## config.mk

```make
export PLATFORM = sky130hd
export DESIGN_NAME = ptb_bridge
export DESIGN_NICKNAME = d
export VERILOG_FILES = /design/src/core/ptb_bridge.v
export VERILOG_INCLUDE_DIRS = /design/src /design/src/core
export SDC_FILE = /design/constraint.sdc
export NUM_CORES = 1
export LEC_CHECK = 0
export BUFFER_PORTS_ARGS = -buffer_cell sky130_fd_sc_hd__buf_2
export CORE_UTILIZATION = 58
export DETAILED_ROUTE_END_ITERATION = 8
export MAX_ROUTING_LAYER = met4
export PLACE_DENSITY = 0.8
export SLEW_MARGIN = 20
export SYNTH_ARGS = -nofsm -noshare
export SYNTH_HDL_FRONTEND = slang
export SYNTH_SLANG_ARGS = --single-unit
```

## constraint.sdc

```tcl
create_clock -name clk -period 9.1 [get_ports clk]
set_input_delay 1.82 -clock clk [delete_from_list [all_inputs] [get_ports clk]]
set_output_delay 1.82 -clock clk [all_outputs]
set_load 0.02 [all_outputs]
```

## src/core/ptb_regs.vh

```
// Offsets, reset values, region map and timing counts of the pass-through
`ifndef PTB_REGS_VH
`define PTB_REGS_VH

// Add-on register offset of the pass-through data buffer
`define PTB_DATA_OFFSET 7'h2C
`define PTB_DATA_RESET 32'h0000_0000

// Region map: base and match mask, region 1 answers with code 01
`define PTB_RGN0_BASE 32'h000C_0000
`define PTB_RGN0_MASK 32'hFFFF_F000
`define PTB_RGN1_BASE 32'h000D_C000
`define PTB_RGN1_MASK 32'hFFFF_FE00
`define PTB_RGN2_BASE 32'h000D_C200
`define PTB_RGN2_MASK 32'hFFFF_FE00
`define PTB_RGN3_BASE 32'h000E_0000
`define PTB_RGN3_MASK 32'hFFFF_0000

// Command bit 0 set means a write cycle
`define PTB_CMD_WRITE_BIT 0

// Data phase limits, in PCI clocks
`define PTB_FIRST_PHASE_CLKS 16
`define PTB_BURST_PHASE_CLKS 8

`endif

```

## src/core/ptb_bridge.v

```verilog
// Pass-through target bridge between the PCI target pins and add-on logic
`timescale 1ns/10ps
`include "ptb_regs.vh"

module ptb_bridge (
    // Clock, reset and freeze
    input wire clk,
    input wire rst_n,
    input wire clkEn,
    // PCI target pins
    input wire frameN,
    input wire irdyN,
    input wire [31:0] adIn,
    input wire [3:0] cbeN,
    output wire [31:0] adOut,
    output wire adOe,
    output wire devselN,
    output wire trdyN,
    output wire stopN,
    output wire pciCtlOe,
    // Add-on register access pins
    input wire addonSelectN,
    input wire addonRdN,
    input wire addonWrN,
    input wire [6:2] addonAdr,
    input wire [3:0] addonLaneEnablesN,
    input wire [31:0] addonDataIn,
    output wire [31:0] addonDataOut,
    output wire addonDataOe,
    // Pass-through handshake and status
    input wire addressOutputSelectN,
    input wire addonCompletionN,
    output wire passthruAttentionN,
    output wire burstIndicatorN,
    output wire [1:0] regionIdentifier,
    output wire [3:0] laneEnableOutputsN,
    output wire writeDirection
);

    localparam [2:0] S_IDLE = 3'h0;
    localparam [2:0] S_WDATA = 3'h1;
    localparam [2:0] S_RWAIT = 3'h2;
    localparam [2:0] S_RDATA = 3'h3;
    localparam [2:0] S_RETRY = 3'h4;

    localparam [4:0] FIRST_LAST = `PTB_FIRST_PHASE_CLKS - 1;
    localparam [4:0] BURST_LAST = `PTB_BURST_PHASE_CLKS - 1;

    localparam [127:0] RGN_BASE = {`PTB_RGN3_BASE, `PTB_RGN2_BASE,
        `PTB_RGN1_BASE, `PTB_RGN0_BASE};
    localparam [127:0] RGN_MASK = {`PTB_RGN3_MASK, `PTB_RGN2_MASK,
        `PTB_RGN1_MASK, `PTB_RGN0_MASK};

    // Write buffer entry: burst, lanes, address, data
    localparam BUF_W = 69;
    localparam BUF_D = 2;

    // Region decode: hit bit over region number
    function [2:0] regionOf;
        input [31:0] a;
        integer i;
        begin
            regionOf = 3'h0;
            for (i = 3; i >= 0; i = i - 1) begin
                if ((a & RGN_MASK[i*32 +: 32]) == RGN_BASE[i*32 +: 32]) begin
                    regionOf = {1'b1, i[1:0]};
                end
            end
        end
    endfunction

    reg [2:0] stateFf;
    reg frameDlyFf;
    reg devselNFf, trdyNFf, stopNFf, ctlOeFf, adOeFf;
    reg [31:0] adOutFf;
    reg [31:0] phaseAddrFf;
    reg [1:0] regionFf;
    reg [4:0] waitCntFf;
    reg firstFf;
    reg readPendFf, readDoneFf, readBurstFf;
    reg [1:0] pendRegionFf;
    reg [31:0] pendAddrFf;
    reg [3:0] pendLaneFf;
    reg coolFf;
    reg attnNFf, burstNFf, wrDirFf;
    reg [1:0] regionIdFf;
    reg [3:0] laneOutFf;
    reg [31:0] passthruDataBufferFf;
    reg [BUF_W-1:0] bufMem [0:BUF_D-1];
    reg wrPtrFf, rdPtrFf;
    reg [1:0] bufCountFf;

    reg [2:0] nxt_state;
    reg nxt_devselN, nxt_trdyN, nxt_stopN, nxt_ctlOe, nxt_adOe;
    reg [31:0] nxt_adOut, nxt_phaseAddr, nxt_pendAddr;
    reg [1:0] nxt_region, nxt_pendRegion;
    reg [4:0] nxt_waitCnt;
    reg nxt_first, nxt_readPend, nxt_readDone, nxt_readBurst;
    reg [3:0] nxt_pendLane;
    reg push;

    wire [2:0] hit = regionOf(adIn);
    wire [31:0] stepAddr = phaseAddrFf + 32'h0000_0004;
    wire stepInRegion = (regionOf(stepAddr) == {1'b1, regionFf});
    wire addrPhase = !frameN && frameDlyFf;
    wire xfer = !irdyN && !trdyNFf;
    wire [4:0] limit = firstFf ? FIRST_LAST : BURST_LAST;
    wire timeout = (waitCntFf >= limit);

    // Add-on side decode and completion
    wire dataSel = !addonSelectN && ({addonAdr, 2'b00} == `PTB_DATA_OFFSET);
    wire addonRead = dataSel && !addonRdN && addressOutputSelectN;
    wire addonWrite = dataSel && !addonWrN && addressOutputSelectN;
    wire complete = !addonCompletionN && !attnNFf;
    wire pop = complete && (bufCountFf != 2'h0);
    wire [BUF_W-1:0] headEntry = bufMem[rdPtrFf];
    wire [BUF_W-1:0] pushEntry = {!frameN, cbeN, phaseAddrFf, adIn};
    wire [1:0] afterPop = bufCountFf - {1'b0, pop};
    wire [1:0] nxtCount = afterPop + {1'b0, push};
    wire room = (afterPop < 2'h2);
    wire [BUF_W-1:0] nxtHead = (afterPop == 2'h0) ? pushEntry :
        bufMem[rdPtrFf ^ pop];
    wire [31:0] holderAddr = (bufCountFf != 2'h0) ? headEntry[63:32] :
        pendAddrFf;
    wire [31:0] regData = (bufCountFf != 2'h0) ? headEntry[31:0] :
        passthruDataBufferFf;
    // Count after a push in the same cycle, for the next TRDY
    wire [1:0] nxtCountPush = afterPop + 2'h1;
    // Reset image of the data buffer, sliced per lane below
    localparam [31:0] DATA_RST = `PTB_DATA_RESET;

    // PCI target sequencing
    always @* begin
        nxt_state = stateFf;
        nxt_devselN = devselNFf;
        nxt_trdyN = 1'b1;
        nxt_stopN = 1'b1;
        nxt_ctlOe = ctlOeFf;
        nxt_adOe = 1'b0;
        nxt_adOut = adOutFf;
        nxt_phaseAddr = phaseAddrFf;
        nxt_region = regionFf;
        nxt_waitCnt = waitCntFf + 5'h01;
        nxt_first = firstFf;
        nxt_pendAddr = pendAddrFf;
        nxt_pendRegion = pendRegionFf;
        nxt_pendLane = pendLaneFf;
        nxt_readPend = readPendFf;
        nxt_readDone = readDoneFf | (complete && readPendFf);
        nxt_readBurst = readBurstFf;
        push = 1'b0;
        case (stateFf)
            S_IDLE: begin
                nxt_devselN = 1'b1;
                nxt_ctlOe = 1'b0;
                if (addrPhase && hit[2]) begin
                    // Claim and capture the address
                    nxt_ctlOe = 1'b1;
                    nxt_devselN = 1'b0;
                    nxt_region = hit[1:0];
                    nxt_phaseAddr = {adIn[31:2], 2'b00};
                    nxt_waitCnt = 5'h00;
                    nxt_first = 1'b1;
                    if (cbeN[`PTB_CMD_WRITE_BIT]) begin
                        if (bufCountFf != 2'h0 || readPendFf || coolFf) begin
                            // Busy owner keeps its region on the status pins
                            nxt_region = regionFf;
                            nxt_state = S_RETRY;
                            nxt_stopN = 1'b0;
                        end else begin
                            nxt_state = S_WDATA;
                            nxt_trdyN = 1'b0;
                        end
                    end else if (bufCountFf != 2'h0 || coolFf ||
                        (readPendFf && pendRegionFf != hit[1:0])) begin
                        nxt_region = regionFf;
                        nxt_state = S_RETRY;
                        nxt_stopN = 1'b0;
                    end else if (readPendFf && readDoneFf) begin
                        // Fetched data answers any reader of the region
                        nxt_state = S_RDATA;
                        nxt_trdyN = 1'b0;
                        nxt_adOe = 1'b1;
                        nxt_adOut = passthruDataBufferFf;
                    end else if (readPendFf) begin
                        nxt_state = S_RWAIT;
                    end else begin
                        nxt_state = S_RWAIT;
                        nxt_readPend = 1'b1;
                        nxt_readDone = 1'b0;
                        nxt_readBurst = 1'b0;
                        nxt_pendRegion = hit[1:0];
                        nxt_pendAddr = {adIn[31:2], 2'b00};
                    end
                end
            end
            S_WDATA: begin
                if (xfer) begin
                    push = 1'b1;
                    nxt_phaseAddr = stepAddr;
                    nxt_waitCnt = 5'h00;
                    nxt_first = 1'b0;
                    if (frameN) begin
                        // Last phase taken, bus released
                        nxt_state = S_IDLE;
                        nxt_devselN = 1'b1;
                    end else if (!stepInRegion) begin
                        nxt_state = S_RETRY;
                        nxt_stopN = 1'b0;
                    end else begin
                        nxt_trdyN = !((nxtCountPush) < 2'h2);
                    end
                end else if (room) begin
                    nxt_trdyN = 1'b0;
                end else if (timeout) begin
                    nxt_state = S_RETRY;
                    nxt_stopN = 1'b0;
                end
            end
            S_RWAIT: begin
                if (!irdyN) begin
                    nxt_pendLane = cbeN;
                    if (!frameN) begin
                        nxt_readBurst = 1'b1;
                    end
                end
                if (readDoneFf) begin
                    nxt_state = S_RDATA;
                    nxt_trdyN = 1'b0;
                    nxt_adOe = 1'b1;
                    nxt_adOut = passthruDataBufferFf;
                end else if (timeout) begin
                    // Request stays open for the repeated read
                    nxt_state = S_RETRY;
                    nxt_stopN = 1'b0;
                end
            end
            S_RDATA: begin
                nxt_adOe = 1'b1;
                nxt_trdyN = 1'b0;
                if (xfer) begin
                    nxt_readPend = 1'b0;
                    nxt_readDone = 1'b0;
                    nxt_phaseAddr = stepAddr;
                    nxt_waitCnt = 5'h00;
                    nxt_first = 1'b0;
                    nxt_trdyN = 1'b1;
                    nxt_adOe = 1'b0;
                    if (frameN) begin
                        nxt_state = S_IDLE;
                        nxt_devselN = 1'b1;
                    end else if (!stepInRegion) begin
                        nxt_state = S_RETRY;
                        nxt_stopN = 1'b0;
                    end else begin
                        // Ask the add-on for the following phase
                        nxt_state = S_RWAIT;
                        nxt_readPend = 1'b1;
                        nxt_readBurst = 1'b1;
                        nxt_pendAddr = stepAddr;
                    end
                end
            end
            S_RETRY: begin
                nxt_stopN = 1'b0;
                if (frameN) begin
                    nxt_state = S_IDLE;
                    nxt_stopN = 1'b1;
                    nxt_devselN = 1'b1;
                end
            end
            default: begin
                nxt_state = S_IDLE;
                nxt_devselN = 1'b1;
            end
        endcase
    end

    // PCI side registers
    always @(posedge clk) begin
        if (!rst_n) begin
            stateFf <= S_IDLE;
            frameDlyFf <= 1'b1;
            devselNFf <= 1'b1;
            trdyNFf <= 1'b1;
            stopNFf <= 1'b1;
            ctlOeFf <= 1'b0;
            adOeFf <= 1'b0;
            adOutFf <= 32'h0000_0000;
            phaseAddrFf <= 32'h0000_0000;
            regionFf <= 2'h0;
            waitCntFf <= 5'h00;
            firstFf <= 1'b1;
            readPendFf <= 1'b0;
            readDoneFf <= 1'b0;
            readBurstFf <= 1'b0;
            pendRegionFf <= 2'h0;
            pendAddrFf <= 32'h0000_0000;
            pendLaneFf <= 4'hF;
            coolFf <= 1'b0;
        end else if (clkEn) begin
            stateFf <= nxt_state;
            frameDlyFf <= frameN;
            devselNFf <= nxt_devselN;
            trdyNFf <= nxt_trdyN;
            stopNFf <= nxt_stopN;
            ctlOeFf <= nxt_ctlOe;
            adOeFf <= nxt_adOe;
            adOutFf <= nxt_adOut;
            phaseAddrFf <= nxt_phaseAddr;
            regionFf <= nxt_region;
            waitCntFf <= nxt_waitCnt;
            firstFf <= nxt_first;
            readPendFf <= nxt_readPend;
            readDoneFf <= nxt_readDone;
            readBurstFf <= nxt_readBurst;
            pendRegionFf <= nxt_pendRegion;
            pendAddrFf <= nxt_pendAddr;
            pendLaneFf <= nxt_pendLane;
            coolFf <= complete;
        end
    end

    // Two-entry write buffer; head stays put until completion pops it
    always @(posedge clk) begin
        if (!rst_n) begin
            wrPtrFf <= 1'b0;
            rdPtrFf <= 1'b0;
            bufCountFf <= 2'h0;
        end else if (clkEn) begin
            if (push) begin
                bufMem[wrPtrFf] <= pushEntry;
                wrPtrFf <= ~wrPtrFf;
            end
            if (pop) begin
                rdPtrFf <= ~rdPtrFf;
            end
            bufCountFf <= nxtCount;
        end
    end

    // Status outputs; region and direction hold through the attention window, read lanes and burst load from the bus after it opens
    always @(posedge clk) begin
        if (!rst_n) begin
            attnNFf <= 1'b1;
            burstNFf <= 1'b1;
            wrDirFf <= 1'b0;
            regionIdFf <= 2'h0;
            laneOutFf <= 4'hF;
        end else if (clkEn) begin
            // Completion at an edge drops attention at that edge unless a second write stays buffered
            attnNFf <= !((nxtCount != 2'h0) ||
                (nxt_readPend && !nxt_readDone));
            if (nxtCount != 2'h0) begin
                wrDirFf <= 1'b1;
                regionIdFf <= nxt_region;
                laneOutFf <= nxtHead[67:64];
                burstNFf <= !nxtHead[68];
            end else if (nxt_readPend && !nxt_readDone) begin
                wrDirFf <= 1'b0;
                regionIdFf <= nxt_pendRegion;
                laneOutFf <= nxt_pendLane;
                burstNFf <= !nxt_readBurst;
            end else begin
                burstNFf <= 1'b1;
            end
        end
    end

    // Byte-lane writes into the data buffer by the add-on
    genvar lane;
    generate
        for (lane = 0; lane < 4; lane = lane + 1) begin : gLane
            always @(posedge clk) begin
                if (!rst_n) begin
                    passthruDataBufferFf[lane*8 +: 8] <=
                        DATA_RST[lane*8 +: 8];
                end else if (clkEn && addonWrite &&
                    !addonLaneEnablesN[lane]) begin
                    passthruDataBufferFf[lane*8 +: 8] <=
                        addonDataIn[lane*8 +: 8];
                end
            end
        end
    endgenerate

    // Add-on data bus; address select needs no clock edge
    assign addonDataOut = !addressOutputSelectN ? holderAddr : regData;
    assign addonDataOe = !addressOutputSelectN || addonRead;

    assign adOut = adOutFf;
    assign adOe = adOeFf;
    assign devselN = devselNFf;
    assign trdyN = trdyNFf;
    assign stopN = stopNFf;
    assign pciCtlOe = ctlOeFf;
    assign passthruAttentionN = attnNFf;
    assign burstIndicatorN = burstNFf;
    assign regionIdentifier = regionIdFf;
    assign laneEnableOutputsN = laneOutFf;
    assign writeDirection = wrDirFf;

endmodule

```

==> metrics, run 1 <==
Setup CP Type primary input to output port; DR DRC count 0; Ports 166; reported max-cap violation count 0; Num CTS Buffers 30; ANT nets after route 0; warning count from the yosys run 0; Max Clk Rate 175 MHz; sw frac 21.0%; count leader, synth nor2_1; site row count 56; Routed WL 35,700 microns; DR vias/cell 6.04; Global Route Usage Sum 30.1%; HP Class register to register; first-pass GRT wire length 55,600 microns; Sw Pwr 582 uW; area growth from synthesis to layout 14.8%; TritonCTS clock tree done; htree depth 1; crit path launch type primary input; Worst Setup SP addressOutputSelectN; post-synth top area cell edfxtp_1; CORE AREA 23,400 sq um; Pwr Density 175 nW/um^2; outcome complete, no violations; post-layout net count 1,529; Hold Buf Count CTS 0; final design area excluding fillers 15,800 sq um; Tot Pwr between 2000 and 3000 uW; vias in the first global route 10,200; clock tree buffer depth 3; die width 156 microns; GR Overflow Total 0; Seq/Total Area, Yosys 53.1%; Hold Vio Cnt, Final 0; Async S/R FF share, synth 0%; Starting Density 58.9%; fin crit period around 5.7 ns; clk_skew between 0.015 and 0.02 ns; FF+latch count, synth 299; cells after synthesis 1,313; sequential share of power 50.7%; Worst-Margin Slew 1.03 ns; clock power share a little under half; antenna violations before repair 6; worst-skew pair later-pin latency approximately 0.55 ns; CP arrival 3.90 ns; CP max stage delay about 0.70 ns; Max VDD drop about 130 uV; DP Area 14,800 sq um; post-DP HPWL 24,100 microns; crit share post-route 62.8%; crit path cell chain buf_2, buf_4, mux4_2, nor2_1, a21oi_1, buf_2; WL per Instance 20.0 microns; post_cts resized 0; Synth area leaders edfxtp_1, dfxtp_1, mux2i_1, nor2_1, mux4_2; top-area cell type share of the netlist area 29.2%; PortBufs 165; FF-to-FF Start phaseAddrFf[2]; CTS root buf clkbuf_16; Slew Viols, Final 0; fill count 1,775; EDFF count, synth 134; number of setup buffers added after CTS 0; Die Ht 156 microns; Critical-path top delay cell buf_2; worst rel slew slack 31.1%; share of power burned in combinational logic under 10%; top cells by count, synth nor2_1, dfxtp_1, edfxtp_1, mux2i_1, nand2_1; WP data required 7.28 ns; Top FF cell, synth dfxtp_1; Hold Crit Start regionIdentifier[0]; GP Congestion just over 0.9; CP most frequent cell buf_2; largest net degree at the start of global routing 98; layout cell share with drive strength beyond 1 19.7%; Fin Setup TNS 0 ns; drt pass-1 iters 5; P_int 2190 uW; clk slew on worst S/H paths 0.06 ns; final setup fails 0; Mapped Area approximately 14,000 sq um; TritonCTS Sinks 299; vias post-DR 10,800; die area 24,400 sq um; Crit. End Element output port; Net Count, Synth between 1,000 and 1,500; RSZ-0062 raised after global routing false; count of cell types in the netlist 78; peak fanout along the critical path 33; Syn Area/Cell 10.5 sq um; leakage power 0.00588 uW; Iter 0 DRT Violations 939
placed cells by master (no fill, tap or decap), types with 7 or more instances in the layout:
cell       instances
a211oi_1          11
a21oi_1           90
a31oi_1           10
and3_1            20
buf_2            165
buf_4             13
clkbuf_16         31
dfxtp_1          164
diode_2            7
edfxtp_1         134
inv_1             12
mux2i_1          129
mux4_2            30
nand2_1          114
nand3_1           34
nand4_1           15
nor2_1           209
nor2b_1            7
nor3_1            23
nor4_1             8
o211ai_1           8
o21ai_0           49
xnor2_1           20
xor2_1            12
metal layers:
| layer | vias up | part of all wire, % | global-route usage [%] |
|---|---|---|---|
| li1 | 5060 | - | - |
| met1 | 5169 | 42 | 39.9 |
| met2 | 496 | 47 | 48.4 |
| met3 | 65 | 8.9 | 4.28 |
| met4 | 0 | 2.1 | 8.59 |
| met5 | - | 0 | - |
worst max-delay path: cells and delay by family:
kind / cells / cell delay [ns]
multiplexers: 1 / 0.38
AO/OA/AOI/OAI: 1 / 0.07
buffers and inverters: 3 / 1.47
AND/OR/NAND/NOR: 1 / 0.12
path summary, 6_finish.rpt:
check,end,slack [ns],cells after the start
worst min-delay path,regionIdentifier[0],0.47,2
worst max-delay path,addonDataOut[20],3.38,6
worst min register to register,regionIdentifier[0],0.47,2
worst max register to register,pendAddrFf[12],5.10,10
stage by stage:
stage	setup WS (ns)	std cells	hold WS (ns)	util, %
after floorplan	1.36	1313	0.420	-
after global placement	3.46	1723	0.439	63.2
after detailed placement	3.40	1723	0.458	63.2
after CTS	3.40	1779	0.466	67.5
after global routing	3.27	1785	0.494	67.6
final	3.38	1786	0.469	67.6
layout make-up:
cell class,count,area [sq um],share of cell area [%]
Antenna cell,7,17.5,0.111
Timing Repair Buffer,178,923,5.83
Inverter,14,55.1,0.348
Multi-Input combinational cell,913,6080,38.4
Clock buffer,42,867,5.48
Clock inverter,14,155,0.980
Tap cell,319,399,2.52
Sequential cell,299,7330,46.3
power by group through the flow:
| stage | Clock (uW) | Combinational [uW] | Sequential [uW] |
|---|---|---|---|
| after global routing | 1320 | 107 | 1400 |
| after CTS | 1270 | 98.5 | 1400 |
| after detailed placement | 0 | 97.7 | 1430 |
| after global placement | 0 | 95.9 | 1430 |
| after floorplan | 0 | 52.7 | 1430 |
| final | 1260 | 99.5 | 1400 |
flip-flops by register name (all words and copies together), names as in the netlist, 2 cells and up, named ones only:
register              count
adOut                    32
bufCountFf                2
bufMem                  134
laneEnableOutputsN        4
passthruDataBufferFf     32
pendAddrFf               30
pendLaneFf                4
pendRegionFf              2
phaseAddrFf              30
regionFf                  2
regionIdentifier          2
stateFf                   3
waitCntFf                 5
cell families after synthesis:
group	after synthesis	synth area share, %
mux	162	14.5
fa+ha+maj	6	0.544
simple gates	478	15.9
compound gates	235	10.8
xor+xnor	32	2.03
buf+inv	101	3.02
flops	299	53.1
(Power assumes the default switching activity.)
==> inputs of run 2 (changes only) <==
--- a/config.mk
+++ b/config.mk
@@ -7,10 +7,10 @@
 export NUM_CORES = 1
 export LEC_CHECK = 0
 export BUFFER_PORTS_ARGS = -buffer_cell sky130_fd_sc_hd__buf_2
-export CORE_UTILIZATION = 58
+export CORE_UTILIZATION = 53
 export DETAILED_ROUTE_END_ITERATION = 8
 export MAX_ROUTING_LAYER = met4
-export PLACE_DENSITY = 0.8
+export PLACE_DENSITY = 0.77
 export SLEW_MARGIN = 20
 export SYNTH_ARGS = -nofsm -noshare
 export SYNTH_HDL_FRONTEND = slang
==> constraint.sdc (replaced) <==
create_clock -name clk -period 4.6 [get_ports clk]
set_input_delay 0.92 -clock clk [delete_from_list [all_inputs] [get_ports clk]]
set_output_delay 0.92 -clock clk [all_outputs]
set_load 0.02 [all_outputs]
==> run 2 against run 1 <==
Effect of this change:
- utilization down 4.9 points
- clock skew decreased by 0.0069 ns
- flip-flop and latch count unchanged
- worst hold slack got worse by 0.010 ns
==> metrics, run 2 (synthesis gave the netlist of run 1 again) <==
Pwr Density 334 nW/um^2 (was 175 nW/um^2); Die Ht 163 microns (was 156 microns); Slew Viols, Final 0 (unchanged); Hold Vio Cnt, Final 0 (unchanged); antenna violations before repair 3 (was 6); Critical-path top delay cell dfxtp_1 (was buf_2); TritonCTS Sinks 299 (unchanged); Max VDD drop 268 uV (was 130 uV); Max Clk Rate 256 MHz; drt pass-1 iters 5 (unchanged); Routed WL 35,400 microns (was 35,700 microns); crit path cell chain ha_1, nand4_1, nor3_1, xnor2_1, nor4_1, nand2_1, o211ai_2, and3_1, o21ai_2, a31o_1 (was buf_2, buf_4, mux4_2, nor2_1, a21oi_1, buf_2); Fin Setup TNS 0 ns (unchanged); ANT nets after route 0 (unchanged); end-of-flow core utilization 62.7% (was 67.6%); commonest non-fill, non-tap cells in the layout nor2_1, buf_2, dfxtp_1 (unchanged); vias in the first global route 10,200 (about the same); Biggest register bufMem (unchanged); clk_skew 0.00824 ns (was 0.0152 ns); Worst Setup SP phaseAddrFf[2] (was addressOutputSelectN); die area 26,700 sq um (was 24,400 sq um); clock tree buffer depth 3 (unchanged); Iter 0 DRT Violations 1,179 (was 939); met1 WL 15,200 microns (was 15,000 microns); reported max-cap violation count 0 (unchanged); first-pass GRT wire length 55,500 microns (was 55,600 microns); worst-skew pair later-pin latency 0.55 ns (about the same); Worst-Margin Slew 0.935 ns (was 1.03 ns); TritonCTS clock tree done (unchanged); leading cell type in the layout, fill and taps excluded nor2_1 (unchanged); fill count 2,043 (was 1,775); DR WL met3 2650 microns (was 3170 microns); met2 wire length 16,500 microns (was 16,800 microns); clk slew on worst S/H paths 0.06 ns (about the same); pre-CTS WS 0.537 ns (was 3.40 ns); layout cell share with drive strength beyond 1 20.2% (was 19.7%); post_cts resized 0 (unchanged); final setup fails 0 (unchanged); WL per Instance 19.6 microns (was 20.0 microns); vias post-DR 10,800 (about the same); Tot Pwr 5300 uW (was 2770 uW); DR DRC count 0 (unchanged); Starting Density 54.4% (was 58.9%); Num CTS Buffers 30 (unchanged); fin crit period 3.91 ns; post-DP HPWL 24,300 microns (was 24,100 microns); Global Route Usage Sum 27.3% (was 30.1%); GP Congestion 0.936 (was 0.932); PortBufs 165 (unchanged); Top Metal Used met4 (unchanged); DR vias/cell 5.99 (was 6.04); slack of the critical path 0.692 ns (was 3.38 ns); Setup CP Type register to register (was primary input to output port); Crit. End Element register (was output port); number of setup buffers added after CTS 0 (unchanged); CP arrival 4.35 ns (was 3.90 ns); CORE AREA 25,300 sq um (was 23,400 sq um); CP max stage delay 0.53 ns (was 0.70 ns); CTS root buf clkbuf_16 (unchanged); WP data required 5.04 ns (was 7.28 ns); outcome complete, no violations (unchanged); worst rel slew slack 37.5% (was 31.1%); GR Overflow Total 0 (unchanged); Hold Crit Start pendAddrFf[19] (was regionIdentifier[0]); Ports 166 (unchanged); largest net degree at the start of global routing 85 (was 98); Largest register FFs 134 (unchanged); area growth from synthesis to layout 15.2% (was 14.8%); hold_ws 0.458 ns (was 0.469 ns); post-layout net count 1,541 (was 1,529); site row count 58 (was 56); crit path launch type register (was primary input); HP Class register to register (unchanged); crit share post-route between 80% and 90%; RSZ-0062 raised after global routing false (unchanged); FF-to-FF Start phaseAddrFf[2] (unchanged); peak fanout along the critical path 10 (was 33); leakage power 0.00602 uW (was 0.00588 uW); Hold Buf Count CTS 0 (unchanged); htree depth 1 (unchanged); die width 163 microns (was 156 microns)
## run 2: cell types whose count changed in the layout (fill, tap and decap cells not counted), moves of 3 or more
cell      delta
diode_2      -3
clkinv_2     +3
buf_4       +10
clkbuf_8     -4
## run 2: final timing paths
path,cells after the start,end,slack (ns)
worst min-delay path,2,pendAddrFf[19],0.46
worst max-delay path,10,writeDirection,0.69
worst min register to register,2,pendAddrFf[19],0.46
worst max register to register,10,writeDirection,0.69
## run 2: final cells by class
class	count	area [sq um]	share of cell area (%)
Clock buffer	41	850	5.35
Tap cell	330	413	2.60
Sequential cell	299	7330	46.2
Multi-Input combinational cell	913	6090	38.4
Inverter	14	55.1	0.347
Timing Repair Buffer	190	1040	6.54
Antenna cell	4	10.0	0.0630
Clock inverter	14	90.1	0.567
## run 2: metal layers
metal  track usage, %  up-vias
met2             43.4      475
met3             3.66       69
met4             8.37        0
met5                -        -
li1                 -     5079
met1             36.3     5181
## run 2: report_power, final
group | leakage (uW) | internal [uW] | switching (uW) | total, uW
sequential | 0.00255 | 2770 | 9.00 | 2780
clock | 0.000471 | 1340 | 983 | 2320
combinational | 0.00300 | 72.6 | 126 | 199
## run 2: through the flow
stage | instances | area [sq um]
after CTS | 1801 | 15900
after detailed placement | 1746 | 14900
after floorplan | 1313 | 13800
final | 1805 | 15900
after global placement | 1746 | 14900
after global routing | 1805 | 15900
## run 2: critical path: cells and delay by family, from the launching register on
kind            cells  cell delay, ns
compound gates      3            0.98
xor+xnor            1            0.20
fa+ha+maj           1            0.34
flops               1            0.53
simple gates        5            1.75
